**src/rtl/esn_defs.vh**
```
`ifndef ESN_DEFS_VH
`define ESN_DEFS_VH

// --------------------------------------------
// Snapshot indices (byte address = 4 * index)
// --------------------------------------------
`define ESN_IDX_CRC4_LO    8'h00
`define ESN_IDX_CRC4_HI    8'h01
`define ESN_IDX_FRAME_LO   8'h02
`define ESN_IDX_FRAME_HI   8'h03
`define ESN_IDX_ALIGN      8'h04
`define ESN_IDX_SYNC       8'h05
`define ESN_IDX_PATT_LO    8'h06
`define ESN_IDX_PATT_HI    8'h07
`define ESN_IDX_LCODE_LO   8'h08
`define ESN_IDX_LCODE_HI   8'h09
`define ESN_IDX_NTCRC_LO   8'h0a
`define ESN_IDX_NTCRC_HI   8'h0b
`define ESN_IDX_FAR_END_ERROR_COUNT_LO    8'h0c
`define ESN_IDX_FAR_END_ERROR_COUNT_HI    8'h0d
`define ESN_IDX_NTFEBE_LO  8'h0e
`define ESN_IDX_NTFEBE_HI  8'h0f
`define ESN_IDX_CTRL       8'h10
`define ESN_IDX_STAT       8'h11

// --------------------------------------------
// Control fields and reset value
// --------------------------------------------
`define ESN_CTRL_AUTO_BIT  0
`define ESN_CTRL_TRIG_BIT  1
`define ESN_CTRL_HDB3_BIT  2
`define ESN_CTRL_RESET     3'h0

// --------------------------------------------
// Counter maxima (all-ones of each width)
// --------------------------------------------
`define ESN_MAX_10         16'h03ff
`define ESN_MAX_12         16'h0fff
`define ESN_MAX_3          16'h0007
`define ESN_MAX_5          16'h001f
`define ESN_MAX_16         16'hffff

// --------------------------------------------
// Timing
// --------------------------------------------
`define ESN_CLK_KHZ        125000
`define ESN_SNAP_PERIOD_MS 1000
`define ESN_SNAP_PERIOD_CYC (`ESN_SNAP_PERIOD_MS * `ESN_CLK_KHZ)

`endif

```
**src/rtl/esn_error_snapshot.v**
```verilog
// Notes on behaviour
// - All snapshot registers are loaded together in one clock cycle.
// - A zero-to-one change of the snapshot trigger bit loads every snapshot register.
// - With auto snapshot enabled, all snapshot registers are loaded once per second.
// - The CRC-4 error count is 10 bits, low byte at 00h, top bits at 01h bits 5:4.
// - The frame error count is 12 bits, low byte at 02h, top bits at 03h bits 3:0.
// - A 3-bit count at 04h bits 2:0 counts alignment position changes.
// - A 5-bit count at 05h bits 4:0 counts losses of frame synchronisation.
// - The pattern detector error count is 16 bits at 06h (low) and 07h (high).
// - The 16-bit line code count tallies bipolar violations in AMI, code violations in HDB3.
// - The NT CRC error count is 10 bits, low byte at 0Ah, top bits at 0Bh bits 5:4.
// - The far-end block error count is 10 bits, low byte at 0Ch, top bits at 0Dh bits 5:4.
// - The NT far-end block error count is 10 bits, low at 0Eh, top bits at 0Fh bits 5:4.
//
// Local design decision: the AHB-Lite slave port.
`timescale 1ns/10ps
`include "esn_defs.vh"

module esn_error_snapshot
#(
   parameter SNAP_PERIOD_CYC = `ESN_SNAP_PERIOD_CYC
)
(
   // Clock and reset
   input  wire        clk_sys,
   input  wire        srst,
   // AHB-Lite slave
   input  wire        hsel,
   input  wire [31:0] haddr,
   input  wire [1:0]  htrans,
   input  wire        hwrite,
   input  wire [2:0]  hsize,
   input  wire [31:0] hwdata,
   input  wire        hready,
   output wire        hreadyout,
   output wire        hresp,
   output wire [31:0] hrdata,
   // Receive error events, one-cycle pulses
   input  wire        crc4_err_evt,
   input  wire        frame_err_evt,
   input  wire        align_change_evt,
   input  wire        sync_loss_evt,
   input  wire        pattern_err_evt,
   input  wire        bipolar_viol_evt,
   input  wire        code_viol_evt,
   input  wire        nt_crc_err_evt,
   input  wire        far_end_err_evt,
   input  wire        nt_far_end_err_evt,
   // Snapshot indication
   output wire        snapshot_taken
);

   // --------------------------------------------
   // Counter numbering
   // --------------------------------------------
   localparam NCNT = 9;
   localparam C_CRC4   = 0;
   localparam C_FRAME  = 1;
   localparam C_ALIGN  = 2;
   localparam C_SYNC   = 3;
   localparam C_PATT   = 4;
   localparam C_LCODE  = 5;
   localparam C_NTCRC  = 6;
   localparam C_FAR_END_ERROR_COUNT   = 7;
   localparam C_NTFEBE = 8;

   // --------------------------------------------
   // Functions
   // --------------------------------------------
   // Saturation ceiling per counter
   function [15:0] esn_max;
      input integer idx;
      begin
         case (idx)
            C_FRAME:
               esn_max = `ESN_MAX_12;
            C_ALIGN:
               esn_max = `ESN_MAX_3;
            C_SYNC:
               esn_max = `ESN_MAX_5;
            C_PATT, C_LCODE:
               esn_max = `ESN_MAX_16;
            default:
               esn_max = `ESN_MAX_10;
         endcase
      end
   endfunction

   // Upper two bits of a 10-bit count sit in bits 5:4
   function [7:0] esn_hi10;
      input [15:0] v;
      begin
         esn_hi10 = {2'h0, v[9:8], 4'h0};
      end
   endfunction

   // --------------------------------------------
   // Registers
   // --------------------------------------------
   reg  [15:0] acc_q  [0:NCNT-1];
   reg  [15:0] snap_q [0:NCNT-1];
   reg         auto_en_q;
   reg         trig_q;
   reg         trig_prev_q;
   reg         hdb3_q;
   reg  [31:0] sec_cnt_q;
   reg         snap_done_q;
   reg  [7:0]  snap_seq_q;
   reg         wr_pend_q;
   reg  [7:0]  wr_idx_q;
   reg  [31:0] rdata_q;
   reg  [7:0]  rd_byte;
   reg  [NCNT-1:0] evt;
   reg         auto_en_d;
   reg         trig_d;
   reg         hdb3_d;
   reg  [31:0] sec_cnt_d;
   reg  [7:0]  snap_seq_d;
   reg  [31:0] rdata_d;
   integer     i;

   wire        addr_ph;
   wire [7:0]  a_idx;
   wire        trig_rise;
   wire        sec_tick;
   wire        snap;
   wire        lc_evt;
   wire        ctrl_wr;

   // --------------------------------------------
   // Event selection
   // --------------------------------------------
   assign lc_evt = hdb3_q ? code_viol_evt : bipolar_viol_evt;

   always @*
   begin
      evt           = {NCNT{1'b0}};
      evt[C_CRC4]   = crc4_err_evt;
      evt[C_FRAME]  = frame_err_evt;
      evt[C_ALIGN]  = align_change_evt;
      evt[C_SYNC]   = sync_loss_evt;
      evt[C_PATT]   = pattern_err_evt;
      evt[C_LCODE]  = lc_evt;
      evt[C_NTCRC]  = nt_crc_err_evt;
      evt[C_FAR_END_ERROR_COUNT]   = far_end_err_evt;
      evt[C_NTFEBE] = nt_far_end_err_evt;
   end

   // --------------------------------------------
   // Snapshot sources
   // --------------------------------------------
   assign trig_rise = trig_q & ~trig_prev_q;
   assign sec_tick  = auto_en_q &&
                      (sec_cnt_q == SNAP_PERIOD_CYC - 1);
   // One shared strobe keeps every count on the same interval
   assign snap      = trig_rise | sec_tick;

   always @(posedge clk_sys)
   begin
      if (srst)
      begin
         trig_prev_q <= 1'b0;
      end
      else
      begin
         trig_prev_q <= trig_q;
      end
   end

   // Second timer only runs while auto snapshot is on
   // Enable pulse from a divider, not a second clock
   always @*
   begin
      if (!auto_en_q || sec_tick)
      begin
         sec_cnt_d = 32'h0;
      end
      else
      begin
         sec_cnt_d = sec_cnt_q + 32'h1;
      end
   end

   always @(posedge clk_sys)
   begin
      if (srst)
      begin
         sec_cnt_q <= 32'h0;
      end
      else
      begin
         sec_cnt_q <= sec_cnt_d;
      end
   end

   // --------------------------------------------
   // Accumulators and snapshots
   // --------------------------------------------
   // An event in the snapshot cycle opens the new interval
   always @(posedge clk_sys)
   begin
      if (srst)
      begin
         for (i = 0; i < NCNT; i = i + 1)
         begin
            acc_q[i]  <= 16'h0;
            snap_q[i] <= 16'h0;
         end
      end
      else
      begin
         for (i = 0; i < NCNT; i = i + 1)
         begin
            if (snap)
            begin
               snap_q[i] <= acc_q[i];
               acc_q[i]  <= {15'h0, evt[i]};
            end
            else if (evt[i] && acc_q[i] != esn_max(i))
            begin
               acc_q[i] <= acc_q[i] + 16'h1;
            end
         end
      end
   end

   always @(posedge clk_sys)
   begin
      if (srst)
      begin
         snap_done_q <= 1'b0;
         snap_seq_q  <= 8'h0;
      end
      else
      begin
         snap_done_q <= snap;
         snap_seq_q  <= snap_seq_d;
      end
   end

   // Wraps; software compares two reads to spot a missed snapshot
   always @*
   begin
      snap_seq_d = snap_seq_q;
      if (snap)
      begin
         snap_seq_d = snap_seq_q + 8'h1;
      end
   end

   assign snapshot_taken = snap_done_q;

   // --------------------------------------------
   // Read decode
   // --------------------------------------------
   always @*
   begin
      case (a_idx)
         `ESN_IDX_CRC4_LO:
            rd_byte = snap_q[C_CRC4][7:0];
         `ESN_IDX_CRC4_HI:
            rd_byte = esn_hi10(snap_q[C_CRC4]);
         `ESN_IDX_FRAME_LO:
            rd_byte = snap_q[C_FRAME][7:0];
         `ESN_IDX_FRAME_HI:
            rd_byte = {4'h0, snap_q[C_FRAME][11:8]};
         `ESN_IDX_ALIGN:
            rd_byte = {5'h0, snap_q[C_ALIGN][2:0]};
         `ESN_IDX_SYNC:
            rd_byte = {3'h0, snap_q[C_SYNC][4:0]};
         `ESN_IDX_PATT_LO:
            rd_byte = snap_q[C_PATT][7:0];
         `ESN_IDX_PATT_HI:
            rd_byte = snap_q[C_PATT][15:8];
         `ESN_IDX_LCODE_LO:
            rd_byte = snap_q[C_LCODE][7:0];
         `ESN_IDX_LCODE_HI:
            rd_byte = snap_q[C_LCODE][15:8];
         `ESN_IDX_NTCRC_LO:
            rd_byte = snap_q[C_NTCRC][7:0];
         `ESN_IDX_NTCRC_HI:
            rd_byte = esn_hi10(snap_q[C_NTCRC]);
         `ESN_IDX_FAR_END_ERROR_COUNT_LO:
            rd_byte = snap_q[C_FAR_END_ERROR_COUNT][7:0];
         `ESN_IDX_FAR_END_ERROR_COUNT_HI:
            rd_byte = esn_hi10(snap_q[C_FAR_END_ERROR_COUNT]);
         `ESN_IDX_NTFEBE_LO:
            rd_byte = snap_q[C_NTFEBE][7:0];
         `ESN_IDX_NTFEBE_HI:
            rd_byte = esn_hi10(snap_q[C_NTFEBE]);
         `ESN_IDX_CTRL:
            rd_byte = {5'h0, hdb3_q, trig_q, auto_en_q};
         `ESN_IDX_STAT:
            rd_byte = snap_seq_q;
         default:
            rd_byte = 8'h00;
      endcase
   end

   // --------------------------------------------
   // AHB-Lite slave
   // --------------------------------------------
   // Zero wait states: read data is sampled at the address edge,
   // so a snapshot in that same cycle is seen on the next read.
   assign addr_ph   = hsel & htrans[1] & hready;
   assign a_idx     = (haddr[31:10] == 22'h0 && haddr[1:0] == 2'h0)
                      ? haddr[9:2] : 8'hff;
   assign hreadyout = 1'b1;
   assign hresp     = 1'b0;
   assign hrdata    = rdata_q;

   always @(posedge clk_sys)
   begin
      if (srst)
      begin
         wr_pend_q <= 1'b0;
         wr_idx_q  <= 8'h0;
         rdata_q   <= 32'h0;
      end
      else
      begin
         wr_pend_q <= addr_ph & hwrite;
         if (addr_ph)
         begin
            wr_idx_q <= a_idx;
         end
         rdata_q <= rdata_d;
      end
   end

   // Captured once, so it stands through the data phase
   always @*
   begin
      rdata_d = rdata_q;
      if (addr_ph && !hwrite)
      begin
         rdata_d = {24'h0, rd_byte};
      end
   end

   // --------------------------------------------
   // Control register
   // --------------------------------------------
   // Control writes land at the end of the data phase
   assign ctrl_wr = wr_pend_q && (wr_idx_q == `ESN_IDX_CTRL);

   // Trigger bit is a level; only its rise fires a snapshot
   always @*
   begin
      auto_en_d = auto_en_q;
      trig_d    = trig_q;
      hdb3_d    = hdb3_q;
      if (ctrl_wr)
      begin
         auto_en_d = hwdata[`ESN_CTRL_AUTO_BIT];
         trig_d    = hwdata[`ESN_CTRL_TRIG_BIT];
         hdb3_d    = hwdata[`ESN_CTRL_HDB3_BIT];
      end
   end

   always @(posedge clk_sys)
   begin
      if (srst)
      begin
         {hdb3_q, trig_q, auto_en_q} <= `ESN_CTRL_RESET;
      end
      else
      begin
         auto_en_q <= auto_en_d;
         trig_q    <= trig_d;
         hdb3_q    <= hdb3_d;
      end
   end

endmodule

```
**config.mk**
```make
export PLATFORM = sky130hd
export DESIGN_NAME = esn_error_snapshot
export DESIGN_NICKNAME = d
export VERILOG_FILES = /design/src/rtl/esn_error_snapshot.v
export VERILOG_INCLUDE_DIRS = /design/src /design/src/rtl
export SDC_FILE = /design/constraint.sdc
export NUM_CORES = 1
export LEC_CHECK = 0
export ABC_AREA = 1
export BUFFER_PORTS_ARGS = -buffer_cell sky130_fd_sc_hd__buf_2
export CORE_MARGIN = 2
export CORE_UTILIZATION = 65
export CTS_CLUSTER_SIZE = 16
export DETAILED_ROUTE_END_ITERATION = 10
export GPL_TIMING_DRIVEN = 0
export PLACE_DENSITY = 0.95
export SYNTH_ARGS = -nofsm -noshare
export SYNTH_HDL_FRONTEND = slang
export SYNTH_SLANG_ARGS = --single-unit
```
**constraint.sdc**
```tcl
create_clock -name clk_sys -period 11.6 [get_ports clk_sys]
set_input_delay 0.58 -clock clk_sys [delete_from_list [all_inputs] [get_ports clk_sys]]
set_output_delay 0.58 -clock clk_sys [all_outputs]
set_load 0.005 [all_outputs]
```
==> results of run 1 <==
power groups by stage:
| stage | Combinational [µW] | Sequential, µW | Clock, µW |
|---|---|---|---|
| 6_report | 144 | 1240 | 995 |
| 5_1_grt | 162 | 1250 | 1030 |
| 4_1_cts | 142 | 1240 | 994 |
| 3_5_place_dp | 139 | 1260 | 0 |
| 3_3_place_gp | 130 | 1260 | 0 |
| 2_1_floorplan | 98.6 | 1250 | 0 |
layer usage:
metal / routed length, µm / GRT usage / up-vias
met1: 14000 / 0.373 / 5945
met4: 1490 / 0.127 / 0
met5: 0 / 0 / -
li1: - / - / 6001
met2: 17400 / 0.508 / 757
met3: 3280 / 0.0394 / 135
logic make-up (layout without fill, tap and decap cells):
group | count (synthesis) | count (layout) | share of synthesized area
simple gates | 943 | 943 | 0.287
buf+inv | 309 | 425 | 0.0841
flops | 298 | 298 | 0.545
compound gates | 137 | 137 | 0.0486
xor+xnor | 43 | 43 | 0.0247
fa+ha+maj | 11 | 11 | 0.00901
other cells | 2 | 26 | 0.000492
mux | 1 | 1 | 0.000656
how the worst min path moves through the flow:
stage                            start            to  depth (start not counted)
after floorplan           sec_cnt_q[0]  sec_cnt_q[0]                          1
after global placement    sec_cnt_q[0]  sec_cnt_q[0]                          1
after detailed placement     hrdata[1]     hrdata[1]                          2
after CTS                       hwrite     wr_pend_q                          3
after global routing            hwrite     wr_pend_q                          3
final                        hwdata[1]        trig_q                          3
worst max-delay path, stage by stage (launching register included):
cell	delay (ns)
dfxtp_1	0.33
ha_1	0.22
nand2_1	0.10
nor2_2	0.06
nand3_1	0.08
nor3_2	0.06
nand3_1	0.12
nand2_2	0.12
nor2_2	0.37
buf_2	0.39
clkbuf_1	0.70
nand2_1	0.66
placed cells by master, fill, tap and decap left out, types with 4 or more instances in the layout:
cell and instances:
nand3_1 142, clkinv_1 5, buf_2 71, nand3_2 6
nand3b_1 4, nor3_2 14, o21ai_0 28, nand4_1 39
and3_1 6, nor3_1 67, nand2_1 275, a31oi_1 10
nor2_2 20, clkbuf_1 26, a21oi_1 82, nor2_1 297
clkinv_2 5, conb_1 26, nand2_2 4, inv_1 237
or2_2 9, buf_4 29, ha_1 11, clkbuf_16 36
nor4_1 14, nor3b_1 37, edfxtp_1 236, dfxtp_1 62
inv_2 8, o31ai_1 4, xor2_1 40
state kept, by name, indices dropped and copies added (netlist names):
register        flops
acc_q             144
auto_en_q           1
hdb3_q              1
hrdata              8
sec_cnt_q          32
snap_q             92
snap_seq_q          8
snapshot_taken      1
trig_prev_q         1
trig_q              1
wr_idx_q            8
wr_pend_q           1
metrics by stage:
stage / setup slack (ns) / total power (µW) / util / instances / area (µm²)
2_1_floorplan: 7.96 / 1350 / - / 1768 / 15400
3_5_place_dp: 8.05 / 1400 / 0.691 / 2147 / 16100
5_1_grt: 7.74 / 2440 / 0.736 / 2203 / 17100
6_report: 7.95 / 2380 / 0.736 / 2203 / 17100
4_1_cts: 8.01 / 2380 / 0.736 / 2203 / 17100
3_3_place_gp: 6.95 / 1390 / 0.690 / 2146 / 16100
area by class of cell:
type | instances | share of cell area
Sequential cell | 298 | 0.487
Multi-Input combinational cell | 1161 | 0.336
Timing Repair Buffer | 60 | 0.0189
Tap cell | 319 | 0.0233
Clock buffer | 43 | 0.0553
Buffer | 62 | 0.0208
Clock inverter | 13 | 0.00504
Inverter | 247 | 0.0543
==> flow_metrics.py, run 1 <==
metrics = {
    "logic_synthesis": {
        "async_flop_share": 0,
        "synth-main-ff-cell": "edfxtp_1",
        "syn_area_per_cell_um2": 8.76,
        "mappedNetlistArea_um2": 15300,
        "synth_seq_cells": 298,
        "yosysWarningCount": 0,
        "ys_seq_area_frac": 0.545,
        "yosysTopAreaCellShare": 0.464,
        "synth.distinct_cells": 47,
        "synth_commonest_cells": "297 x nor2_1, 275 x nand2_1, 238 x inv_1",
        "synth_most_common_cell": "nor2_1",
        "synthCells": 1744,
        "synth_area_leaders": "edfxtp_1 46%, dfxtp_1 8.1%, nor2_1 7.3%",
        "synth_edf_count": 236,
        "synth_top_area_cell": "edfxtp_1",
    },
    "sta": {
        "fin_crit_ns": 3.65,
        "setup_tns_ns": 0,
        "skew_ns": 0.0101,
        "finalCritPeriodShare": 0.315,
        "hold_viol_final": 0,
        "fin_hold_ws_ns": 0.282,
        "finalMaxSlewViolations": 0,
        "rsz0062_at_grt": "no",
        "max_freq_ghz": 0.274,
        "setup_viol": 0,
        "relSlewSlack": 0.419,
        "tightest_slew_ns": 0.872,
    },
    "routing": {
        "first_pass_iters": 7,
        "totalWireLength_mm": 36.2,
        "drtIter0Drc": 1577,
        "vias": 12800,
        "ant_nets": 0,
        "drc": 0,
        "wl_per_cell_um": 16.4,
        "via_per_inst": 5.83,
    },
    "placed_design": {
        "port_buffers": 59,
        "place_congestion": 0.918,
        "place_hpwl_mm": 25.1,
    },
    "power_and_ir_drop": {
        "p_int_uw": 1840,
        "power_density_nw_per_um2": 139,
        "power_switching_uw": 541,
        "pwr-share-comb": 0.060,
        "cellLeakagePower_uw": 0.00673,
        "swShare": 0.227,
        "clkPwrFrac": 0.418,
        "seq_power_share": 0.522,
        "peakVddDrop_mv": 0.0974,
    },
    "worst_setup_path": {
        "crit_arrival_ns": 3.78,
        "ff2ff_path_depth": 11,
        "rr_endpoint": "acc_q[8][13]",
        "rr_startpoint": "sec_cnt_q[0]",
        "crit_fanout": 16,
        "cp-end-kind": "flip-flop",
        "setup.worst_path.class": "reg2reg",
        "worstSetupEndpoint": "acc_q[8][13]",
        "cp-start-kind": "flip-flop",
        "r2r_setup_slack_ns": 7.95,
        "cp_data_required_time_ns": 11.72,
        "worstSetupStartpoint": "sec_cnt_q[0]",
    },
    "cts": {
        "cts_resized": 0,
        "cts_sinks": 298,
        "cts-root-buf": "clkbuf_16",
        "cts_made_buffers": 30,
        "cts_tree": "done",
        "cts.path.max_buffers": 3,
        "cts_max_level": 1,
        "post_cts_buffers": 0,
        "insertion_delay_ns": 0.55,
        "clk_pin_slew_ns": 0.06,
        "ctsHoldBuffers": 0,
    },
    "grt": {
        "grtUsageTotal": 0.294,
        "antenna_found_initial": 0,
        "first_global_vias": 12400,
        "overflow": 0,
        "grt_pass1_wl_mm": 58.3,
        "grt_max_degree": 71,
    },
    "finish": {
        "fillers": 1537,
        "antenna_cells": 0,
        "multi_input_area_um2": 5750,
        "ff_latch_area_um2": 8330,
        "syn2layout_area_growth_pct": 12.1,
        "nets": 1955,
        "drive_above_1_share": 0.115,
    },
    "floorplanning": {
        "die_y_um": 157,
        "start_util": 0.656,
        "fp-row-count": 56,
        "core_area_um2": 23300,
        "io_pins": 119,
        "fp.dieArea_um2": 24700,
        "dieWidth_um": 157,
    },
    "hold_path": {
        "holdCritPathClass": "in2reg",
    },
    "flow_run": {
        "drv_cap": 0,
    },
    "status": {
        "status": "finished clean",
    },
}
No activity file was read; power rests on OpenSTA's default activity.
==> run 2, diff against run 1 <==
CORE_UTILIZATION = 61   (was 65)
PLACE_DENSITY = 0.92   (was 0.95)
clock period = 3.5 ns   (was 11.6 ns; I/O delays follow)
==> run 2 against run 1 <==
  * Global-route usage fell by 1.8 points
  * First-iteration DRC count down 3.9%
  * Core utilization shrank 3.0 points
  * Die area grew 6.4%
  * Hold slack worse by 0.26 ns
  * Combinational power grew to 3.5 times the previous value
==> flow_metrics.py, run 2 (synthesized netlist as in run 1, its figures left out) <==
metrics = {
    "status": {
        "status": "finished clean",
    },
    "worst_setup_path": {
        "setup.worst_path.class": "reg2reg",
        "crit_chain": "ha_1, nand2_1, nor2_2, nand3_1, nor3_2, nand3_1, nand2_2, nor2_2, buf_2, clkbuf_2, nand2_1",
        "critPathSlowestCell": "nand2_1",
        "cp-end-kind": "flip-flop",
        "slowest_delay_ns": 0.55,
        "path_delay_family": "simple AND/OR/NAND/NOR gates",
        "cp-start-kind": "flip-flop",
        "cp_data_required_time_ns": 3.63,
        "crit_arrival_ns": 3.59,
        "crit_fanout": 16,
        "path_buf_inv": 2,
    },
    "cts": {
        "cts-root-buf": "clkbuf_16",
        "insertion_delay_ns": 0.56,
        "cts_made_buffers": 31,
        "cts_max_level": 1,
        "cts_tree": "done",
        "cts.path.max_buffers": 3,
        "clk_pin_slew_ns": 0.06,
        "cts_sinks": 298,
    },
    "floorplanning": {
        "core_area_um2": 24500,
        "die_y_um": 162,
        "io_pins": 119,
        "fp.dieArea_um2": 26300,
        "start_util": 0.624,
        "fp-row-count": 57,
        "dieWidth_um": 162,
    },
    "grt": {
        "grtUsageTotal": 0.277,
        "first_global_vias": 12400,
        "overflow": 0,
        "grt_pass1_wl_mm": 59.0,
        "antenna_found_initial": 0,
        "grt_max_degree": 36,
    },
    "power_and_ir_drop": {
        "p_int_uw": 5930,
        "peakVddDrop_mv": 0.346,
        "power_density_nw_per_um2": 450,
        "pwr-share-comb": 0.064,
        "swShare": 0.236,
        "power_switching_uw": 1830,
        "seq_power_share": 0.532,
        "clkPwrFrac": 0.404,
        "total_power_uw": 7760,
        "cellLeakagePower_uw": 0.00677,
    },
    "finish": {
        "largestRegisters": "acc_q x144, snap_q x92, sec_cnt_q x32",
        "top_register": "acc_q",
        "final_cell_mix": "297 x nor2_1, 270 x nand2_1, 237 x inv_1",
        "final_common_cell": "nor2_1",
        "ff_latch_area_um2": 8330,
        "fillers": 1681,
        "nets": 1977,
        "largest_reg_flops": 144,
        "multi_input_area_um2": 5760,
        "syn2layout_area_growth_pct": 13.1,
        "drive_above_1_share": 0.118,
        "antenna_cells": 0,
        "postLayoutCellArea_um2": 17300,
    },
    "sta": {
        "tightest_slew_ns": 0.922,
        "max_freq_ghz": 0.288,
        "hold_viol_final": 0,
        "finalCritPeriodShare": 0.991,
        "setup_tns_ns": 0,
        "skew_ns": 0.0210,
        "relSlewSlack": 0.380,
        "finalMaxSlewViolations": 0,
        "rsz0062_at_grt": "yes",
        "setup_viol": 0,
        "fin_crit_ns": 3.47,
    },
    "routing": {
        "via_per_inst": 5.72,
        "met1_length_mm": 14.2,
        "drc": 0,
        "first_pass_iters": 8,
        "ant_nets": 0,
        "drtIter0Drc": 1516,
        "routed-wl-met2_mm": 17.7,
        "wl_per_cell_um": 16.4,
        "dr.max_layer_used": "met4",
        "vias": 12800,
        "totalWireLength_mm": 36.7,
        "wl_met3_mm": 3.29,
    },
    "placed_design": {
        "place_hpwl_mm": 25.2,
        "port_buffers": 59,
        "placed_cell_area_um2": 16100,
        "place_congestion": 0.990,
    },
    "flow_run": {
        "drv_cap": 0,
    },
    "hold_path": {
        "holdCritPathClass": "in2reg",
    },
}
[run 2: power groups by stage]
stage	Sequential [µW]	Clock [µW]	Combinational (µW)
after floorplan	4150	0	327
after global placement	4180	0	431
after detailed placement	4190	0	461
after CTS	4120	3140	486
after global routing	4140	3270	556
final	4130	3140	499
[run 2: metrics by stage]
stage               utilization  setup WS [ns]  hold slack (ns)  cells
global placement          0.657         -0.991            0.422   2151
CTS                       0.705         0.0809          0.00804   2229
detailed placement        0.658         -0.171            0.434   2153
global route              0.706        -0.0494           0.0143   2230
finish                    0.706         0.0331           0.0185   2230
floorplan                     -          0.123            0.251   1768
[run 2: worst min-delay path, delay by kind of cell]
family	cells	cell delay (ns)
buffers and inverters	1	0.12
and+or+nand+nor	2	0.10
[run 2: final timing paths]
| check | cells past startpoint | from | slack (ns) | to |
|---|---|---|---|---|
| worst min register to register | 1 | sec_cnt_q[0] | 0.45 | sec_cnt_q[0] |
| worst min-delay path | 3 | nt_crc_err_evt | 0.02 | acc_q[6][0] |
| worst max register to register | 11 | sec_cnt_q[0] | 0.03 | acc_q[6][7] |
| worst max-delay path | 11 | sec_cnt_q[0] | 0.03 | acc_q[6][7] |
[run 2: routing by layer]
layer / GRT usage / vias to the layer above
li1: - / 6045
met1: 0.348 / 5897
met2: 0.478 / 695
met3: 0.0444 / 129
met4: 0.115 / 0
met5: 0 / -
[run 2: repair_timing]
action,in CTS,in global routing
resized for setup,2,4
cloned,1,0
setup endpoints to repair,147,105
hold endpoints to repair,18,0
hold buffers,18,0
buffers inserted,0,1
[run 2: cell type report]
type,count,share of cell area
clock buffer,44,0.0491
tap,324,0.0235
sequential,298,0.482
clock inverter,13,0.00609
timing repair inverter,1,0.000290
multi-input combinational,1161,0.334
buffer,62,0.0207
inverter,247,0.0539
timing repair buffer,80,0.0303
==> run 3, diff against run 2 <==
HOLD_SLACK_MARGIN = 0.15   (was default)
==> run 3 against run 2 <==
  * Worst setup slack got worse by 0.027 ns
  * Sequential cell count did not move
  * Register-to-register slack worse by 0.03 ns
  * Design area increased by 0.52%
  * Cell count increased by 0.40%
  * Combinational power grew 1%
  * Non-clock buffer count is 9 higher
  * Critical path depth did not move
  * Core utilization grew 0.37 points
  * Hold slack improved by 0.16 ns
  * Maximum frequency down 0.77%
  * Sequential power about the same
  * Largest cell class unchanged
==> flow_metrics.py, run 3 (synthesized netlist as in run 1, its figures left out) <==
metrics = {
    "status": {
        "status": "finished clean",
    },
    "worst_setup_path": {
        "cp-end-kind": "flip-flop",
        "critPathSlowestCell": "nand2_1",
        "crit_fanout": 16,
        "crit_chain": "ha_1, nand2_1, nor2_2, nand3_1, nor3_2, nand3_1, nand2_2, nor2_2, buf_2, clkbuf_2, nand2_1",
        "slowest_delay_ns": 0.56,
        "path_buf_inv": 2,
        "cp_data_required_time_ns": 3.62,
        "path_delay_family": "simple AND/OR/NAND/NOR gates",
        "crit_arrival_ns": 3.62,
        "setup.worst_path.class": "reg2reg",
        "cp-start-kind": "flip-flop",
    },
    "grt": {
        "met3_usage": 0.0437,
        "first_global_vias": 12500,
        "grtUsageTotal": 0.277,
        "use_met1": 0.350,
        "top_usage_layer": "met2",
        "antenna_found_initial": 0,
        "gr-usage-met2": 0.477,
        "overflow": 0,
        "grt_pass1_wl_mm": 59.1,
        "grt_max_degree": 36,
    },
    "power_and_ir_drop": {
        "peakVddDrop_mv": 0.349,
        "swShare": 0.236,
        "power_density_nw_per_um2": 448,
        "power_switching_uw": 1840,
        "p_int_uw": 5940,
        "cellLeakagePower_uw": 0.00682,
        "clkPwrFrac": 0.404,
        "seq_power_share": 0.531,
        "pwr-share-comb": 0.065,
    },
    "floorplanning": {
        "start_util": 0.624,
        "core_area_um2": 24500,
        "dieWidth_um": 162,
        "fp.dieArea_um2": 26300,
        "die_y_um": 162,
        "io_pins": 119,
        "fp-row-count": 57,
    },
    "sta": {
        "skew_ns": 0.0181,
        "finalMaxSlewViolations": 0,
        "relSlewSlack": 0.379,
        "fin_crit_ns": 3.49,
        "max_freq_ghz": 0.286,
        "rsz0062_at_grt": "yes",
        "setup_viol": 0,
        "finalCritPeriodShare": 0.998,
        "tightest_slew_ns": 0.923,
        "hold_viol_final": 0,
    },
    "routing": {
        "drc": 0,
        "first_pass_iters": 8,
        "vias": 12800,
        "drtIter0Drc": 1412,
        "via_per_inst": 5.72,
        "ant_nets": 0,
        "totalWireLength_mm": 36.8,
        "wl_per_cell_um": 16.5,
    },
    "cts": {
        "clk_pin_slew_ns": 0.06,
        "cts-root-buf": "clkbuf_16",
        "cts_made_buffers": 31,
        "cts_tree": "done",
        "cts_max_level": 1,
        "cts.path.max_buffers": 3,
        "insertion_delay_ns": 0.56,
        "cts_sinks": 298,
    },
    "finish": {
        "postLayoutCellArea_um2": 17400,
        "largestRegisters": "acc_q x144, snap_q x92, sec_cnt_q x32",
        "syn2layout_area_growth_pct": 13.7,
        "nets": 1986,
        "drive_above_1_share": 0.117,
        "final_common_cell": "nor2_1",
        "largest_reg_flops": 144,
        "antenna_cells": 0,
        "top_register": "acc_q",
        "fin_util": 0.709,
        "final_cell_mix": "297 x nor2_1, 270 x nand2_1, 237 x inv_1",
    },
    "placed_design": {
        "place_congestion": 0.990,
        "place_hpwl_mm": 25.2,
        "placed_cell_area_um2": 16100,
        "port_buffers": 59,
    },
    "hold_path": {
        "holdCritPathClass": "in2reg",
    },
    "flow_run": {
        "drv_cap": 0,
    },
}
-- run 3: cell count changes in the layout (fill, tap and decap cells not counted) --
cell,delta
dlygate4sd3_1,+9
-- run 3: cell type report --
class                           count  area (µm²)
Timing Repair Buffer               89         613
Timing Repair inverter              1        5.00
Tap cell                          324         405
Inverter                          247         931
Multi-Input combinational cell   1161        5760
Clock buffer                       44         848
Clock inverter                     13         105
Sequential cell                   298        8330
Fill cell                        1672        7110
Buffer                             62         358
-- run 3: power by group through the flow --
stage	clock, µW	sequential (µW)	combinational, µW
global route	3280	4140	562
floorplan	0	4150	327
global placement	0	4180	431
finish	3140	4130	505
detailed placement	0	4190	461
CTS	3140	4120	492
-- run 3: repair_timing --
| action | in CTS | in global routing |
|---|---|---|
| hold endpoints to repair | 39 | 0 |
| cloned | 1 | 0 |
| endpoints found under the setup margin | 147 | 82 |
| gates resized for setup | 2 | 4 |
| hold buffers | 27 | 0 |
| buffers inserted | 0 | 1 |
-- run 3: through the flow --
step / std cells / worst slack, ns / TNS [ns] / power, µW / hold slack (ns)
final: 2239 / 0.00598 / 0 / 7770 / 0.175
after global routing: 2239 / -0.0415 / -1.46 / 7980 / 0.213
after CTS: 2238 / 0.0809 / 0 / 7750 / 0.156
after detailed placement: 2153 / -0.171 / -18.52 / 4650 / 0.434
after global placement: 2151 / -0.991 / -66.66 / 4610 / 0.422
after floorplan: 1768 / 0.123 / 0 / 4480 / 0.251
-- run 3: final timing paths --
check | start | end | slack (ns) | cells after the start
worst max-delay path | sec_cnt_q[0] | acc_q[6][7] | 0.006 | 11
worst max register to register | sec_cnt_q[0] | acc_q[6][7] | 0.006 | 11
worst min-delay path | haddr[14] | wr_idx_q[6] | 0.18 | 7
worst min register to register | sec_cnt_q[0] | sec_cnt_q[0] | 0.45 | 1
-- run 3: metal layers --
metal  wire (µm)  vias to the layer above
met5           0                        -
met4        1450                        0
met3        3200                      127
met2       17800                      686
met1       14400                     5943
li1            -                     6062
-- run 3: tightest hold or removal path: cells and delay by family --
kind | cells | cell delay (ns)
simple gates | 5 | 0.31
compound gates | 1 | 0.13
buf+inv | 1 | 0.08
